<file path="config.mk">
export PLATFORM = sky130hd
export DESIGN_NAME = dcf_feed_params
export DESIGN_NICKNAME = d
export VERILOG_FILES = /design/src/hdl/dcf_pkg.sv /design/src/hdl/dcf_feed_params.sv
export SDC_FILE = /design/constraint.sdc
export NUM_CORES = 1
export LEC_CHECK = 0
export BUFFER_PORTS_ARGS = -buffer_cell sky130_fd_sc_hd__buf_2
export CAP_MARGIN = 25
export CORE_UTILIZATION = 56
export DETAILED_ROUTE_END_ITERATION = 6
export PLACE_DENSITY = 0.82
export SYNTH_ARGS = -nofsm -noshare
export SYNTH_HDL_FRONTEND = slang
export SYNTH_SLANG_ARGS = --single-unit
export TNS_END_PERCENT = 20
</file>
<file path="constraint.sdc">
create_clock -name I_CORE_CLK -period 5.4 [get_ports I_CORE_CLK]
set_input_delay 0.54 -clock I_CORE_CLK [delete_from_list [all_inputs] [get_ports I_CORE_CLK]]
set_output_delay 0.54 -clock I_CORE_CLK [all_outputs]
set_load 0.02 [all_outputs]
</file>
<file path="src/hdl/dcf_pkg.sv">
package dcf_pkg;
  localparam int unsigned RAM_AW = 8;
  // RAM word offsets
  localparam logic [7:0] OFS_OPEN_CIRCUIT = 8'h00;
  localparam logic [7:0] OFS_OFFHOOK_OFFSET = 8'h01;
  localparam logic [7:0] OFS_LOWER_THRESHOLD = 8'h02;
  localparam logic [7:0] OFS_UPPER_THRESHOLD = 8'h03;
  localparam logic [7:0] OFS_COMMON_MODE = 8'h04;
  localparam logic [7:0] OFS_LOOP_SENSE = 8'h07;
  localparam logic [7:0] OFS_BATTERY = 8'h0d;
  // Field layout of the 15-bit programmed voltages
  localparam int unsigned NARROW_MSB = 14;
  // Reset values; one step is 4.907 mV
  localparam logic [15:0] RST_OPEN_CIRCUIT = 16'h0000;
  localparam logic [15:0] RST_OFFHOOK_OFFSET = 16'h0000;
  localparam logic [15:0] RST_COMMON_MODE = 16'h0000;
  localparam logic [15:0] RST_BATTERY = 16'h0000;
  localparam logic [15:0] RST_LOOP_SENSE = 16'h0000;
  // 2 V is 408 steps
  localparam logic [15:0] RST_UPPER_THRESHOLD = 16'h0198;
  // -8 V is -1630 steps, two's complement
  localparam logic [15:0] RST_LOWER_THRESHOLD = 16'hf9a2;
  typedef enum logic [1:0] {
    ST_ONHOOK = 2'b01,
    ST_OFFHOOK = 2'b10
  } dcf_hook_e;
endpackage

</file>
<file path="src/hdl/dcf_feed_params.sv">
`timescale 1ns/1ps
module dcf_feed_params
  import dcf_pkg::*;
#(
  parameter int unsigned DATA_W = 16
) (
  input wire logic I_CORE_CLK,
  input wire logic I_RESETN,
  input wire logic [RAM_AW-1:0] I_RAM_ADDR,
  input wire logic I_RAM_WR,
  input wire logic I_RAM_RD,
  input wire logic [DATA_W-1:0] I_RAM_WDATA,
  output logic [DATA_W-1:0] O_RAM_RDATA,
  output logic O_RAM_RVALID,
  input wire logic I_BAT_SAMPLE_VALID,
  input wire logic [DATA_W-1:0] I_BAT_SAMPLE,
  input wire logic I_LOOP_SAMPLE_VALID,
  input wire logic [DATA_W-1:0] I_LOOP_SAMPLE,
  output logic [DATA_W-1:0] O_VOC_TARGET,
  output logic [DATA_W-1:0] O_COMMON_MODE,
  output logic O_OFFSET_ACTIVE
);

  logic [DATA_W-1:0] open_circuit_voltage;
  logic [DATA_W-1:0] offhook_offset_voltage;
  logic [DATA_W-1:0] offset_lower_threshold;
  logic [DATA_W-1:0] offset_upper_threshold;
  logic [DATA_W-1:0] common_mode_voltage;
  logic [DATA_W-1:0] loop_voltage_sense;
  logic [DATA_W-1:0] battery_voltage_reading;
  dcf_hook_e hook_state;
  dcf_hook_e next_hook_state;
  logic [DATA_W-1:0] narrow_mask;
  logic signed [DATA_W+1:0] loop_s;
  logic signed [DATA_W+1:0] lower_trip;
  logic signed [DATA_W+1:0] upper_trip;
  logic [DATA_W-1:0] next_rdata;

  assign narrow_mask = {{(DATA_W-NARROW_MSB-1){1'b0}}, {(NARROW_MSB+1){1'b1}}};

  always_ff @(posedge I_CORE_CLK or negedge I_RESETN) begin
    if (!I_RESETN) begin
      common_mode_voltage <= RST_COMMON_MODE;
    end else if (I_RAM_WR && I_RAM_ADDR == OFS_COMMON_MODE) begin
      common_mode_voltage <= I_RAM_WDATA & narrow_mask;
    end
  end

  always_ff @(posedge I_CORE_CLK or negedge I_RESETN) begin
    if (!I_RESETN) begin
      open_circuit_voltage <= RST_OPEN_CIRCUIT;
    end else if (I_RAM_WR && I_RAM_ADDR == OFS_OPEN_CIRCUIT) begin
      open_circuit_voltage <= I_RAM_WDATA & narrow_mask;
    end
  end

  always_ff @(posedge I_CORE_CLK or negedge I_RESETN) begin
    if (!I_RESETN) begin
      offhook_offset_voltage <= RST_OFFHOOK_OFFSET;
    end else if (I_RAM_WR && I_RAM_ADDR == OFS_OFFHOOK_OFFSET) begin
      offhook_offset_voltage <= I_RAM_WDATA & narrow_mask;
    end
  end

  always_ff @(posedge I_CORE_CLK or negedge I_RESETN) begin
    if (!I_RESETN) begin
      offset_lower_threshold <= RST_LOWER_THRESHOLD;
    end else if (I_RAM_WR && I_RAM_ADDR == OFS_LOWER_THRESHOLD) begin
      offset_lower_threshold <= I_RAM_WDATA;
    end
  end

  always_ff @(posedge I_CORE_CLK or negedge I_RESETN) begin
    if (!I_RESETN) begin
      offset_upper_threshold <= RST_UPPER_THRESHOLD;
    end else if (I_RAM_WR && I_RAM_ADDR == OFS_UPPER_THRESHOLD) begin
      offset_upper_threshold <= I_RAM_WDATA;
    end
  end

  // battery sample, converter wins over host write
  always_ff @(posedge I_CORE_CLK or negedge I_RESETN) begin
    if (!I_RESETN) begin
      battery_voltage_reading <= RST_BATTERY;
    end else if (I_BAT_SAMPLE_VALID) begin
      battery_voltage_reading <= I_BAT_SAMPLE;
    end else if (I_RAM_WR && I_RAM_ADDR == OFS_BATTERY) begin
      battery_voltage_reading <= I_RAM_WDATA;
    end
  end

  // loop sample, converter wins over host write
  always_ff @(posedge I_CORE_CLK or negedge I_RESETN) begin
    if (!I_RESETN) begin
      loop_voltage_sense <= RST_LOOP_SENSE;
    end else if (I_LOOP_SAMPLE_VALID) begin
      loop_voltage_sense <= I_LOOP_SAMPLE;
    end else if (I_RAM_WR && I_RAM_ADDR == OFS_LOOP_SENSE) begin
      loop_voltage_sense <= I_RAM_WDATA;
    end
  end

  // Thresholds are signed step counts; two guard bits keep the sums exact
  assign loop_s = signed'({2'b00, loop_voltage_sense});
  assign lower_trip = signed'({2'b00, open_circuit_voltage})
                    + signed'({{2{offset_lower_threshold[DATA_W-1]}}, offset_lower_threshold});
  assign upper_trip = signed'({2'b00, open_circuit_voltage})
                    + signed'({{2{offset_upper_threshold[DATA_W-1]}}, offset_upper_threshold});

  always_comb begin
    next_hook_state = hook_state;
    case (hook_state)
      ST_ONHOOK: begin
        if (loop_s < lower_trip) begin
          next_hook_state = ST_OFFHOOK;
        end
      end
      ST_OFFHOOK: begin
        if (loop_s > upper_trip) begin
          next_hook_state = ST_ONHOOK;
        end
      end
      default: begin
        next_hook_state = ST_ONHOOK;
      end
    endcase
  end

  always_ff @(posedge I_CORE_CLK or negedge I_RESETN) begin
    if (!I_RESETN) begin
      hook_state <= ST_ONHOOK;
    end else begin
      hook_state <= next_hook_state;
    end
  end

  // offset applied while off-hook
  // Both fields are 15 bits wide, so the sum cannot carry out of the word
  always_ff @(posedge I_CORE_CLK or negedge I_RESETN) begin
    if (!I_RESETN) begin
      O_VOC_TARGET <= RST_OPEN_CIRCUIT;
    end else if (next_hook_state == ST_OFFHOOK) begin
      O_VOC_TARGET <= DATA_W'(open_circuit_voltage + offhook_offset_voltage);
    end else begin
      O_VOC_TARGET <= open_circuit_voltage;
    end
  end

  // hook flag from entered state
  // Taken from the next state so the flag and the target move on one edge
  always_ff @(posedge I_CORE_CLK or negedge I_RESETN) begin
    if (!I_RESETN) begin
      O_OFFSET_ACTIVE <= 1'b0;
    end else begin
      O_OFFSET_ACTIVE <= (next_hook_state == ST_OFFHOOK);
    end
  end

  always_ff @(posedge I_CORE_CLK or negedge I_RESETN) begin
    if (!I_RESETN) begin
      O_COMMON_MODE <= RST_COMMON_MODE;
    end else begin
      O_COMMON_MODE <= common_mode_voltage;
    end
  end

  // Unmapped addresses read as zero
  always_comb begin
    if (I_RAM_ADDR == OFS_OPEN_CIRCUIT) begin
      next_rdata = open_circuit_voltage;
    end else if (I_RAM_ADDR == OFS_OFFHOOK_OFFSET) begin
      next_rdata = offhook_offset_voltage;
    end else if (I_RAM_ADDR == OFS_LOWER_THRESHOLD) begin
      next_rdata = offset_lower_threshold;
    end else if (I_RAM_ADDR == OFS_UPPER_THRESHOLD) begin
      next_rdata = offset_upper_threshold;
    end else if (I_RAM_ADDR == OFS_COMMON_MODE) begin
      next_rdata = common_mode_voltage;
    end else if (I_RAM_ADDR == OFS_LOOP_SENSE) begin
      next_rdata = loop_voltage_sense;
    end else if (I_RAM_ADDR == OFS_BATTERY) begin
      next_rdata = battery_voltage_reading;
    end else begin
      next_rdata = '0;
    end
  end

  always_ff @(posedge I_CORE_CLK or negedge I_RESETN) begin
    if (!I_RESETN) begin
      O_RAM_RVALID <= 1'b0;
    end else begin
      O_RAM_RVALID <= I_RAM_RD;
    end
  end

  // Data holds until the next read, so a slow host may pick it up late
  always_ff @(posedge I_CORE_CLK or negedge I_RESETN) begin
    if (!I_RESETN) begin
      O_RAM_RDATA <= '0;
    end else if (I_RAM_RD) begin
      O_RAM_RDATA <= next_rdata;
    end
  end

endmodule // dcf_feed_params

</file>
# --- After elaboration in Yosys (flattened, before gate mapping) ---
# Index checks and enable logic that the tools add are counted.
op_classes:
  addsub: 3
  n_lt_le_gt_ge: 2
  n_eq_ne: 9
  muxes: 15
  n_reduce_logical: 10
op_table:
  columns: ["cell", "n"]
  rows:
  - ["$mux W16", 12]
  - ["$add A16 B16 Y17", 2]
  - ["$gt A17 B17 Y1", 1]
  - ["$lt A17 B17 Y1", 1]
  - ["$add A15 B15 Y16", 1]
  - ["$eq A8 B2 Y1 const B", 2]
  - ["$eq A8 B3 Y1 const B", 2]
  - ["$eq A8 B1 Y1 const B", 1]
  - ["$eq A8 B4 Y1 const B", 1]
  - ["$logic_not A8 Y1", 1]
  - ["$logic_and A1 B1 Y1", 7]
  - ["$eq A2 B2 Y1 const B", 2]
  - ["$mux W2", 2]
  - ["$pmux W2 S2", 1]
  - ["$reduce_bool A2 Y1", 2]
  - ["$eq A2 B1 Y1 const B", 1]
word_totals:
  register_bits: 160
  output_inout_bits: 50
  inputBits: 62
  wordCells: 52

# --- Longest topological paths before layout ---
# Gate-level depths: netlist of run 1.
logic_depth:
  word_depth: 8
  ltp_mapped: 19
  mapped_depth_nobuf: 18

# --- Worst setup path after synthesis of run 1 ---
# No wires, ideal clock.
synth_path:
  kind: "register to register"
  startpoint: "register open_circuit_voltage[0]"
  endpoint: "register O_VOC_TARGET[10]"
  setup_time_ps: 125
  t_required_ps: 5275
  n_path_buf: 1
  arrival_ps: 4071
  stages_incl_launch_ff: 18
  setup_slack_ps: 1204
  synth_period_minus_slack_ps: 4196
  cell_sequence: "dfrtp_1 -> ha_1 -> fa_1 -> a211oi_2 -> o211ai_2 -> nor4b_4 -> or3_1 -> o21a_1 -> or3_1 -> o21ai_0 -> ha_1 -> o2111ai_1 -> o2111ai_1 -> nand2_1 -> a32oi_2 -> a22oi_4 -> buf_12 -> mux2_4"
synth_via:
  elab_chain_cells: 6
  word_cells_on_any_way: 10
  cone_classes: "add/sub (3); order compare (2); eq/ne (1); mux (4)"
synth_lines:
  columns: ["item", "line_no", "text"]
  rows:
  - ["from (decl)", "dcf_feed_params.sv:24", "logic [DATA_W-1:0] open_circuit_voltage;"]
  - ["from (signal assigned)", "dcf_feed_params.sv:53", "open_circuit_voltage <= I_RAM_WDATA & narrow_mask;"]
  - ["$add A16 B16 Y17, on equally long branches", "dcf_feed_params.sv:108, dcf_feed_params.sv:106", null]
  - ["$gt A17 B17 Y1 / $lt A17 B17 Y1 (equally long branches)", "dcf_feed_params.sv:119, dcf_feed_params.sv:114", null]
  - ["$mux W2, on equally long branches", "dcf_feed_params.sv:119, dcf_feed_params.sv:114", null]
  - ["$pmux W2 S2", "dcf_feed_params.sv:112", "case (hook_state)"]
  - ["$eq A2 B2 Y1", "dcf_feed_params.sv:142", "end else if (next_hook_state == ST_OFFHOOK) begin"]
  - ["$mux W16 (*)", "dcf_feed_params.sv:142", null]
  - ["to (signal assigned)", "dcf_feed_params.sv:143", "O_VOC_TARGET <= DATA_W'(open_circuit_voltage + offhook_offset_voltage);"]
  - ["to (signal assigned)", "dcf_feed_params.sv:145", "O_VOC_TARGET <= open_circuit_voltage;"]
  - ["to (decl)", "dcf_feed_params.sv:19", "output logic [DATA_W-1:0] O_VOC_TARGET,"]
# Mark *: on every way between the ends. The rest lies on a longest branch, timed or not.
# A chain may end at the register's enable or synchronous reset.

# --- Worst setup path after layout of run 1 ---
layout_path:
  startpoint: "register open_circuit_voltage[1]"
  endpoint: "register O_VOC_TARGET[7]"
# Same word-level chain as after synthesis.

==> results.txt, run 1 <==
----------------------------------------------------
[Floorplanning]
  Die area ... 17400 um^2
  Die span in x ... 132 um
  Starting utilization of the core area ... 57.3%
  Area of the core ... 16500 um^2
  Die height ... 132 um
  Ports ... 112
  Std cell rows ... 47

[Synth]
  Dominant cells by area after synthesis ... dfrtp_1 39%, ha_1 10%, mux2_2 10%
  EDFF count, synth ... 0
  Synthesized instance count ... 853
  Cell type with the highest aggregate area in the netlist ... dfrtp_1
  Proportion of synthesized chip area in sequential cells ... 42.5%
  Synthesized net count ... 996
  Average instance area after synthesis ... 11.1 um^2
  Synth Register Bits ... 160
  Post-synth design cell area ... 9460 um^2
  Synth warnings ... 0
  Share of flip-flops with an asynchronous set or reset after synthesis ... 100%
  Share of the synthesized area in the top cell type ... 38.6%
  Number of different library cells in the post-synthesis netlist ... 64
  Main synth FF type ... dfrtp_1

[Drt]
  Detailed-routing iteration count for the pre-antenna-repair pass ... 6
  Routed vias ... 7578
  Met1 routed wirelength after detailed routing ... 10.9 mm
  Initial detailed-routing violation count ... 710
  Number of routed nets with antenna violations ... 0
  Met3 wire length ... 2.12 mm
  Average wire per standard cell ... 21.5 um
  Vias/cell ... 6.29
  Routed wire length ... 25.9 mm
  Total DRC errors in the routed layout ... 0
  Total met2 wirelength after detailed routing ... 12.1 mm
  Highest routed layer ... met4

[Global routing]
  Global-route total usage across every layer ... 30.8%
  Overall overflow remaining after global route ... 0
  Antenna violations before repair ... 0
  Largest net degree at the start of global routing ... 82
  Via count of the first global-routing pass ... 7560
  Global-route wire length before repair ... 41.0 mm

[Outcome]
  Status ... completed

[Setup path]
  Nature of the critical path endpoint ... register
  CP required ... 5.73 ns
  Arrival time of the worst setup path ... 5.05 ns
  Startpoint-to-endpoint class of the critical path ... register to register
  Slowest-stage cell, CP ... dfrtp_1
  Peak fanout along the critical path ... 10
  Slowest cell delay on critical path ... 0.50 ns
  Critical Path Source Type ... register
  Launching point of the worst reg2reg path ... open_circuit_voltage[1]
  Source of the critical timing path ... open_circuit_voltage[1]
  Worst path cell trace ... ha_1 -> a21o_1 -> a21oi_1 -> o21ai_0 -> a221oi_1 -> a21oi_1 -> a41oi_1 -> nand2b_1 -> xnor2_1 -> ha_1 -> or3_1 -> o2111ai_1 -> o2111ai_1 -> nand2_1 -> a32oi_2 -> a22oi_4 -> buf_4 -> mux2_2

[Clock network]
  Clock Tree Buf Depth ... 2
  H-Tree Level Count ... 4
  Clk Latency, worst-skew pair ... 0.44 ns
  CTS root buf ... clkbuf_16
  Number of CTS-inserted buffers ... 17
  TritonCTS clock tree ... built
  Clk pin slew, worst setup/hold paths ... 0.07 ns
  Clock sink count ... 160

[Pwr]
  Cell Int Power ... 2.24 mW
  Standby leakage power ... 5.40 nW
  Share of total power in the clock network ... 37.6%
  Final Total Pwr ... 3.18 mW
  Net load switching power ... 941 uW
  Relative contribution of combinational cells to total power ... 19.1%
  Part of the total power dissipated in sequential elements ... 43.3%
  Power Density ... 291 nW/um^2
  Sw frac ... 29.6%
  Peak supply drop ... 0.263 mV

[Job]
  Max cap viols ... 0

[Place]
  HPWL after detailed placement ... 17.7 mm
  Port Buf Inserts ... 110
  Routability congestion estimate from global placement ... 0.920

[Timing]
  Top achievable clock speed ... 212 MHz
  Setup repair after global routing missed its margin ... no
  Fraction of the cycle the final worst path needs ... 87.4%
  WHS ... 0.309 ns
  Final min period ... 4.72 ns
  Hold violation total from the final report ... 0
  Setup skew after layout ... 0.0171 ns
  Rel. slew slack ... 35.8%
  Transition time at the pin with the least slew margin ... 0.961 ns
  Max Slew Vio Count ... 0
  Final setup violating endpoints ... 0
  Post-Route Setup TNS ... 0 ns

[Hold path]
  Hold path startpoint ... I_LOOP_SAMPLE[2]
  Path category of the worst min-delay check ... primary input to register

[Finish]
  Layout cells sized above 1 ... 29.2%
  Post-synthesis to final-layout area growth ... 15.7%
  Most common library cell in the layout ignoring fill and taps ... dfrtp_1
  Commonest cells after routing, fill and taps aside ... 146 x dfrtp_1, 109 x buf_2, 84 x mux2_2
  Final net count ... 1114
  Number of inserted diodes ... 0
  Core utilization of the finished layout ... 66.2%

----------------------------------------------------
[worst max-delay path, delay by kind of cell (launching register included)]
kind            cells  cell delay [ns]
compound gates     10             2.13
fa+ha+maj           2             0.63
simple gates        3             0.60
xor+xnor            1             0.13
buf+inv             1             0.25
flops               1             0.50
mux                 1             0.36
[cell families (layout without fill, tap and decap cells)]
logic type                 after synthesis  count (layout)  share of synthesized area [%]
AOI/OAI and AO/OA                      217             217                           16.5
and+or+nand+nor                        193             193                           10.4
DFF                                    160             160                           42.5
muxes                                  124             124                           14.6
adders and majority gates               81              81                           10.9
buffers and inverters                   43             174                           1.94
xor gates and xnor gates                34              34                           3.15
other                                    1               1                         0.0396
[state kept, by name, indices dropped and copies added (netlist names), 2 cells and up]
| name | count |
|---|---|
| battery_voltage_reading | 16 |
| O_COMMON_MODE | 15 |
| hook_state | 2 |
| common_mode_voltage | 15 |
| O_RAM_RDATA | 16 |
| open_circuit_voltage | 15 |
| loop_voltage_sense | 16 |
| offset_lower_threshold | 16 |
| offhook_offset_voltage | 15 |
| O_VOC_TARGET | 16 |
| offset_upper_threshold | 16 |
[Yosys cell counts (4+ instances only)]
library cell  number
o211ai_1           5
clkbuf_1          24
nand3_1            9
a211oi_1           4
nand2_1           52
or3_1             12
o21ai_0           58
ha_1              78
o21a_1             6
dfstp_2           14
o21bai_1           4
mux2_2            84
a41oi_1           16
or2_2              4
inv_1             15
dfrtp_1          146
nand2b_1           6
nor3_1            18
a222oi_1          15
xnor2_1           19
nor2b_1            8
a21o_1            11
a22oi_1           32
mux2_4             7
nor2_1            54
mux2i_1           33
xor2_1            15
nand4_1            8
a21oi_1           39
and3_1             5
[what timing repair did]
action	in CTS	in global routing
buffers inserted	0	0
hold buffers	1	0
hold endpoints to repair	2	0
endpoints found under the setup margin	0	0
resized for setup	0	0
[power groups by stage]
stage | logic [mW] | clock network (mW) | registers, mW
2_1_floorplan | 0.379 | 0 | 1.41
3_3_place_gp | 0.581 | 0 | 1.39
3_5_place_dp | 0.598 | 0 | 1.39
4_1_cts | 0.604 | 1.20 | 1.38
5_1_grt | 0.669 | 1.25 | 1.39
6_report | 0.609 | 1.20 | 1.38
[through the flow]
step / cells / setup slack, ns / cell area (um^2)
2_1_floorplan: 853 / 1.20 / 9460
3_3_place_gp: 1169 / 0.948 / 10300
3_5_place_dp: 1169 / 0.721 / 10300
4_1_cts: 1202 / 0.697 / 10900
5_1_grt: 1204 / 0.320 / 10900
6_report: 1204 / 0.680 / 10900
[final timing paths]
| check | endpoint | slack (ns) | depth (start not counted) |
|---|---|---|---|
| worst max-delay path | O_VOC_TARGET[7] | 0.68 | 18 |
| worst min register to register | O_COMMON_MODE[14] | 0.40 | 0 |
| worst min-delay path | loop_voltage_sense[2] | 0.31 | 3 |
| max in group asynchronous | offset_lower_threshold[14] | 4.13 | 4 |
| worst max register to register | O_VOC_TARGET[7] | 0.68 | 18 |
| min in group asynchronous | O_OFFSET_ACTIVE | 0.44 | 2 |
[layout make-up]
cell class              count  area, um^2
multi-input cells         650        5280
well taps                 220         275
fillers                  1226        5580
clock inverters            11         104
clock buffers              21         480
flip-flops and latches    160        4020
repair buffers            127         727
inverters                  15        56.3
[metal layers]
metal	vias to the layer above	GRT usage, %
met4	0	12.6
met1	3685	41.2
met3	59	5.34
li1	3459	-
met5	-	0
met2	375	49.8
(Power assumes the default switching activity.)
==> run 2: changes to the inputs <==
==> constraint.sdc (replaced) <==
create_clock -name I_CORE_CLK -period 5.4 [get_ports I_CORE_CLK]
set_input_delay 1.08 -clock I_CORE_CLK [delete_from_list [all_inputs] [get_ports I_CORE_CLK]]
set_output_delay 1.08 -clock I_CORE_CLK [all_outputs]
set_load 0.02 [all_outputs]
==> run 2 against run 1 <==
Effect of this change: design area is 0.61% lower; largest power group unchanged; clock skew is 0.010 ns lower; die area stayed put; clock-buffer cell count is 3 higher; highest routed layer unchanged.
==> results.txt, run 2 (synthesis results as in run 1) <==
----------------------------------------------------
[Finish]
  Commonest cells after routing, fill and taps aside ... 146 x dfrtp_1, 109 x buf_2, 84 x mux2_2
  Layout cells sized above 1 ... 28.7% (-0.42 points)
  Filler Cells Inserted ... 1263 (+3.0%)
  Footprint of the multi-input gates ... 5280 um^2 (unchanged)
  Final net count ... 1111 (-0.27%)
  Most common library cell in the layout ignoring fill and taps ... dfrtp_1
  Post-synthesis to final-layout area growth ... 15.0%
  Seq. cell area ... 4020 um^2 (unchanged)
  Number of inserted diodes ... 0 (unchanged)

[Pwr]
  Peak supply drop ... 0.237 mV (-10%)
  Final Total Pwr ... 3.14 mW (-1.4%)
  Net load switching power ... 905 uW (-3.8%)
  Share of total power in the clock network ... 37.0% (-0.6 points)
  Cell Int Power ... 2.23 mW (-0.35%)
  Part of the total power dissipated in sequential elements ... 43.9% (+0.6 points)
  Relative contribution of combinational cells to total power ... 19.1% (about the same)
  Power Density ... 288 nW/um^2 (-0.78%)
  Sw frac ... 28.8% (-0.74 points)
  Standby leakage power ... 5.37 nW (-0.48%)

[Setup path]
  Peak fanout along the critical path ... 10 (unchanged)
  Startpoint-to-endpoint class of the critical path ... register to register
  Critical Path Source Type ... register
  Arrival time of the worst setup path ... 5.02 ns (-0.03 ns)
  CP required ... 5.72 ns (about the same)
  Nature of the critical path endpoint ... register

[Floorplanning]
  Die span in x ... 132 um (unchanged)
  Ports ... 112 (unchanged)
  Die height ... 132 um (unchanged)
  Starting utilization of the core area ... 57.3% (unchanged)
  Std cell rows ... 47 (unchanged)
  Die area ... 17400 um^2 (unchanged)
  Area of the core ... 16500 um^2 (unchanged)

[Timing]
  Rel. slew slack ... 31.2% (-4.6 points)
  Post-Route Setup TNS ... 0 ns (unchanged)
  Top achievable clock speed ... 213 MHz (+0.34%)
  Setup skew after layout ... 0.00701 ns (-0.0101 ns)
  Setup repair after global routing missed its margin ... no
  Max Slew Vio Count ... 0 (unchanged)
  Final min period ... 4.70 ns (-0.0158 ns)
  Hold violation total from the final report ... 0 (unchanged)
  Fraction of the cycle the final worst path needs ... 87.1% (-0.29 points)
  Final setup violating endpoints ... 0 (unchanged)
  Transition time at the pin with the least slew margin ... 1.03 ns (+0.0690 ns)

[Place]
  Port Buf Inserts ... 110 (unchanged)
  HPWL after detailed placement ... 17.4 mm (-1.9%)
  Routability congestion estimate from global placement ... 0.936 (+1.7%)

[Clock network]
  H-Tree Level Count ... 4 (unchanged)
  Post-CTS sizing ... 0 (unchanged)
  TritonCTS clock tree ... built
  Clk Latency, worst-skew pair ... 0.44 ns (about the same)
  Clock Tree Buf Depth ... 2 (unchanged)
  Hold-fix buffers, CTS ... 0 (-1)
  Clk pin slew, worst setup/hold paths ... 0.06 ns (about the same)
  CTS root buf ... clkbuf_16
  Clock sink count ... 160 (unchanged)
  Number of CTS-inserted buffers ... 17 (unchanged)
  Number of setup buffers added after CTS ... 0 (unchanged)

[Global routing]
  Overall overflow remaining after global route ... 0 (unchanged)
  Largest net degree at the start of global routing ... 64 (-22%)
  Global-route wire length before repair ... 40.3 mm (-1.7%)
  Global-route total usage across every layer ... 30.2% (-0.58 points)
  Via count of the first global-routing pass ... 7527 (-0.44%)
  Antenna violations before repair ... 0 (unchanged)

[Outcome]
  Status ... completed

[Drt]
  Routed wire length ... 25.1 mm (-3.0%)
  Initial detailed-routing violation count ... 666 (-6.2%)
  Routed vias ... 7510 (-0.90%)
  Number of routed nets with antenna violations ... 0 (unchanged)
  Total DRC errors in the routed layout ... 0 (unchanged)
  Vias/cell ... 6.25 (-0.65%)
  Detailed-routing iteration count for the pre-antenna-repair pass ... 6 (unchanged)
  Average wire per standard cell ... 20.9 um (-2.8%)

[Job]
  Max cap viols ... 0 (unchanged)

[Hold path]
  Path category of the worst min-delay check ... register to register

----------------------------------------------------
## run 2: final timing paths
kind	slack, ns	to	start	cells past startpoint
worst max-delay path	0.70	O_VOC_TARGET[5]	open_circuit_voltage[1]	18
worst min-delay path	0.40	O_COMMON_MODE[13]	common_mode_voltage[13]	0
min in group asynchronous	0.55	O_COMMON_MODE[4]	I_RESETN	1
worst min register to register	0.40	O_COMMON_MODE[13]	common_mode_voltage[13]	0
max in group asynchronous	3.74	battery_voltage_reading[13]	I_RESETN	2
worst max register to register	0.70	O_VOC_TARGET[5]	open_circuit_voltage[1]	18
## run 2: power groups by stage
stage	Clock (mW)	Sequential, mW	Combinational (mW)
6_report	1.16	1.38	0.599
5_1_grt	1.22	1.39	0.660
4_1_cts	1.17	1.38	0.598
3_5_place_dp	0	1.39	0.592
3_3_place_gp	0	1.39	0.580
2_1_floorplan	0	1.41	0.379
## run 2: per-stage QoR
stage          setup WS, ns  hold WS (ns)  cells  util (%)  instance area, um^2
3_5_place_dp          0.782         0.392   1169      62.4                10300
6_report              0.696         0.402   1201      65.8                10900
4_1_cts               0.723         0.405   1201      65.8                10900
3_3_place_gp          0.951         0.383   1167      62.2                10300
2_1_floorplan          1.20         0.369    853         -                 9460
5_1_grt               0.367         0.416   1201      65.8                10900
## run 2: final cells by class
class | instances | share of cell area (%)
multi-input cells | 650 | 48.6
flip-flops and latches | 160 | 37.0
repair buffers | 124 | 6.19
clock buffers | 24 | 4.52
well taps | 220 | 2.53
clock inverters | 8 | 0.736
inverters | 15 | 0.517
## run 2: routing by layer
metal	track usage (%)	vias to the layer above	part of all wire, %
li1	-	3461	-
met1	41.1	3656	43
met2	46.5	336	46
met3	7.34	57	8.2
met4	12.5	0	2.9
met5	0	-	0
## run 2: critical path: stages (launching register included)
cell	delay, ns
dfrtp_1	0.49
ha_1	0.33
a21o_1	0.18
a21oi_1	0.29
o21ai_0	0.15
a221oi_1	0.39
a21oi_1	0.16
a41oi_1	0.33
nand2b_1	0.11
xnor2_1	0.13
ha_1	0.28
or3_1	0.34
o2111ai_1	0.10
o2111ai_1	0.15
nand2_1	0.14
a32oi_2	0.16
a22oi_4	0.20
buf_4	0.27
mux2_2	0.37
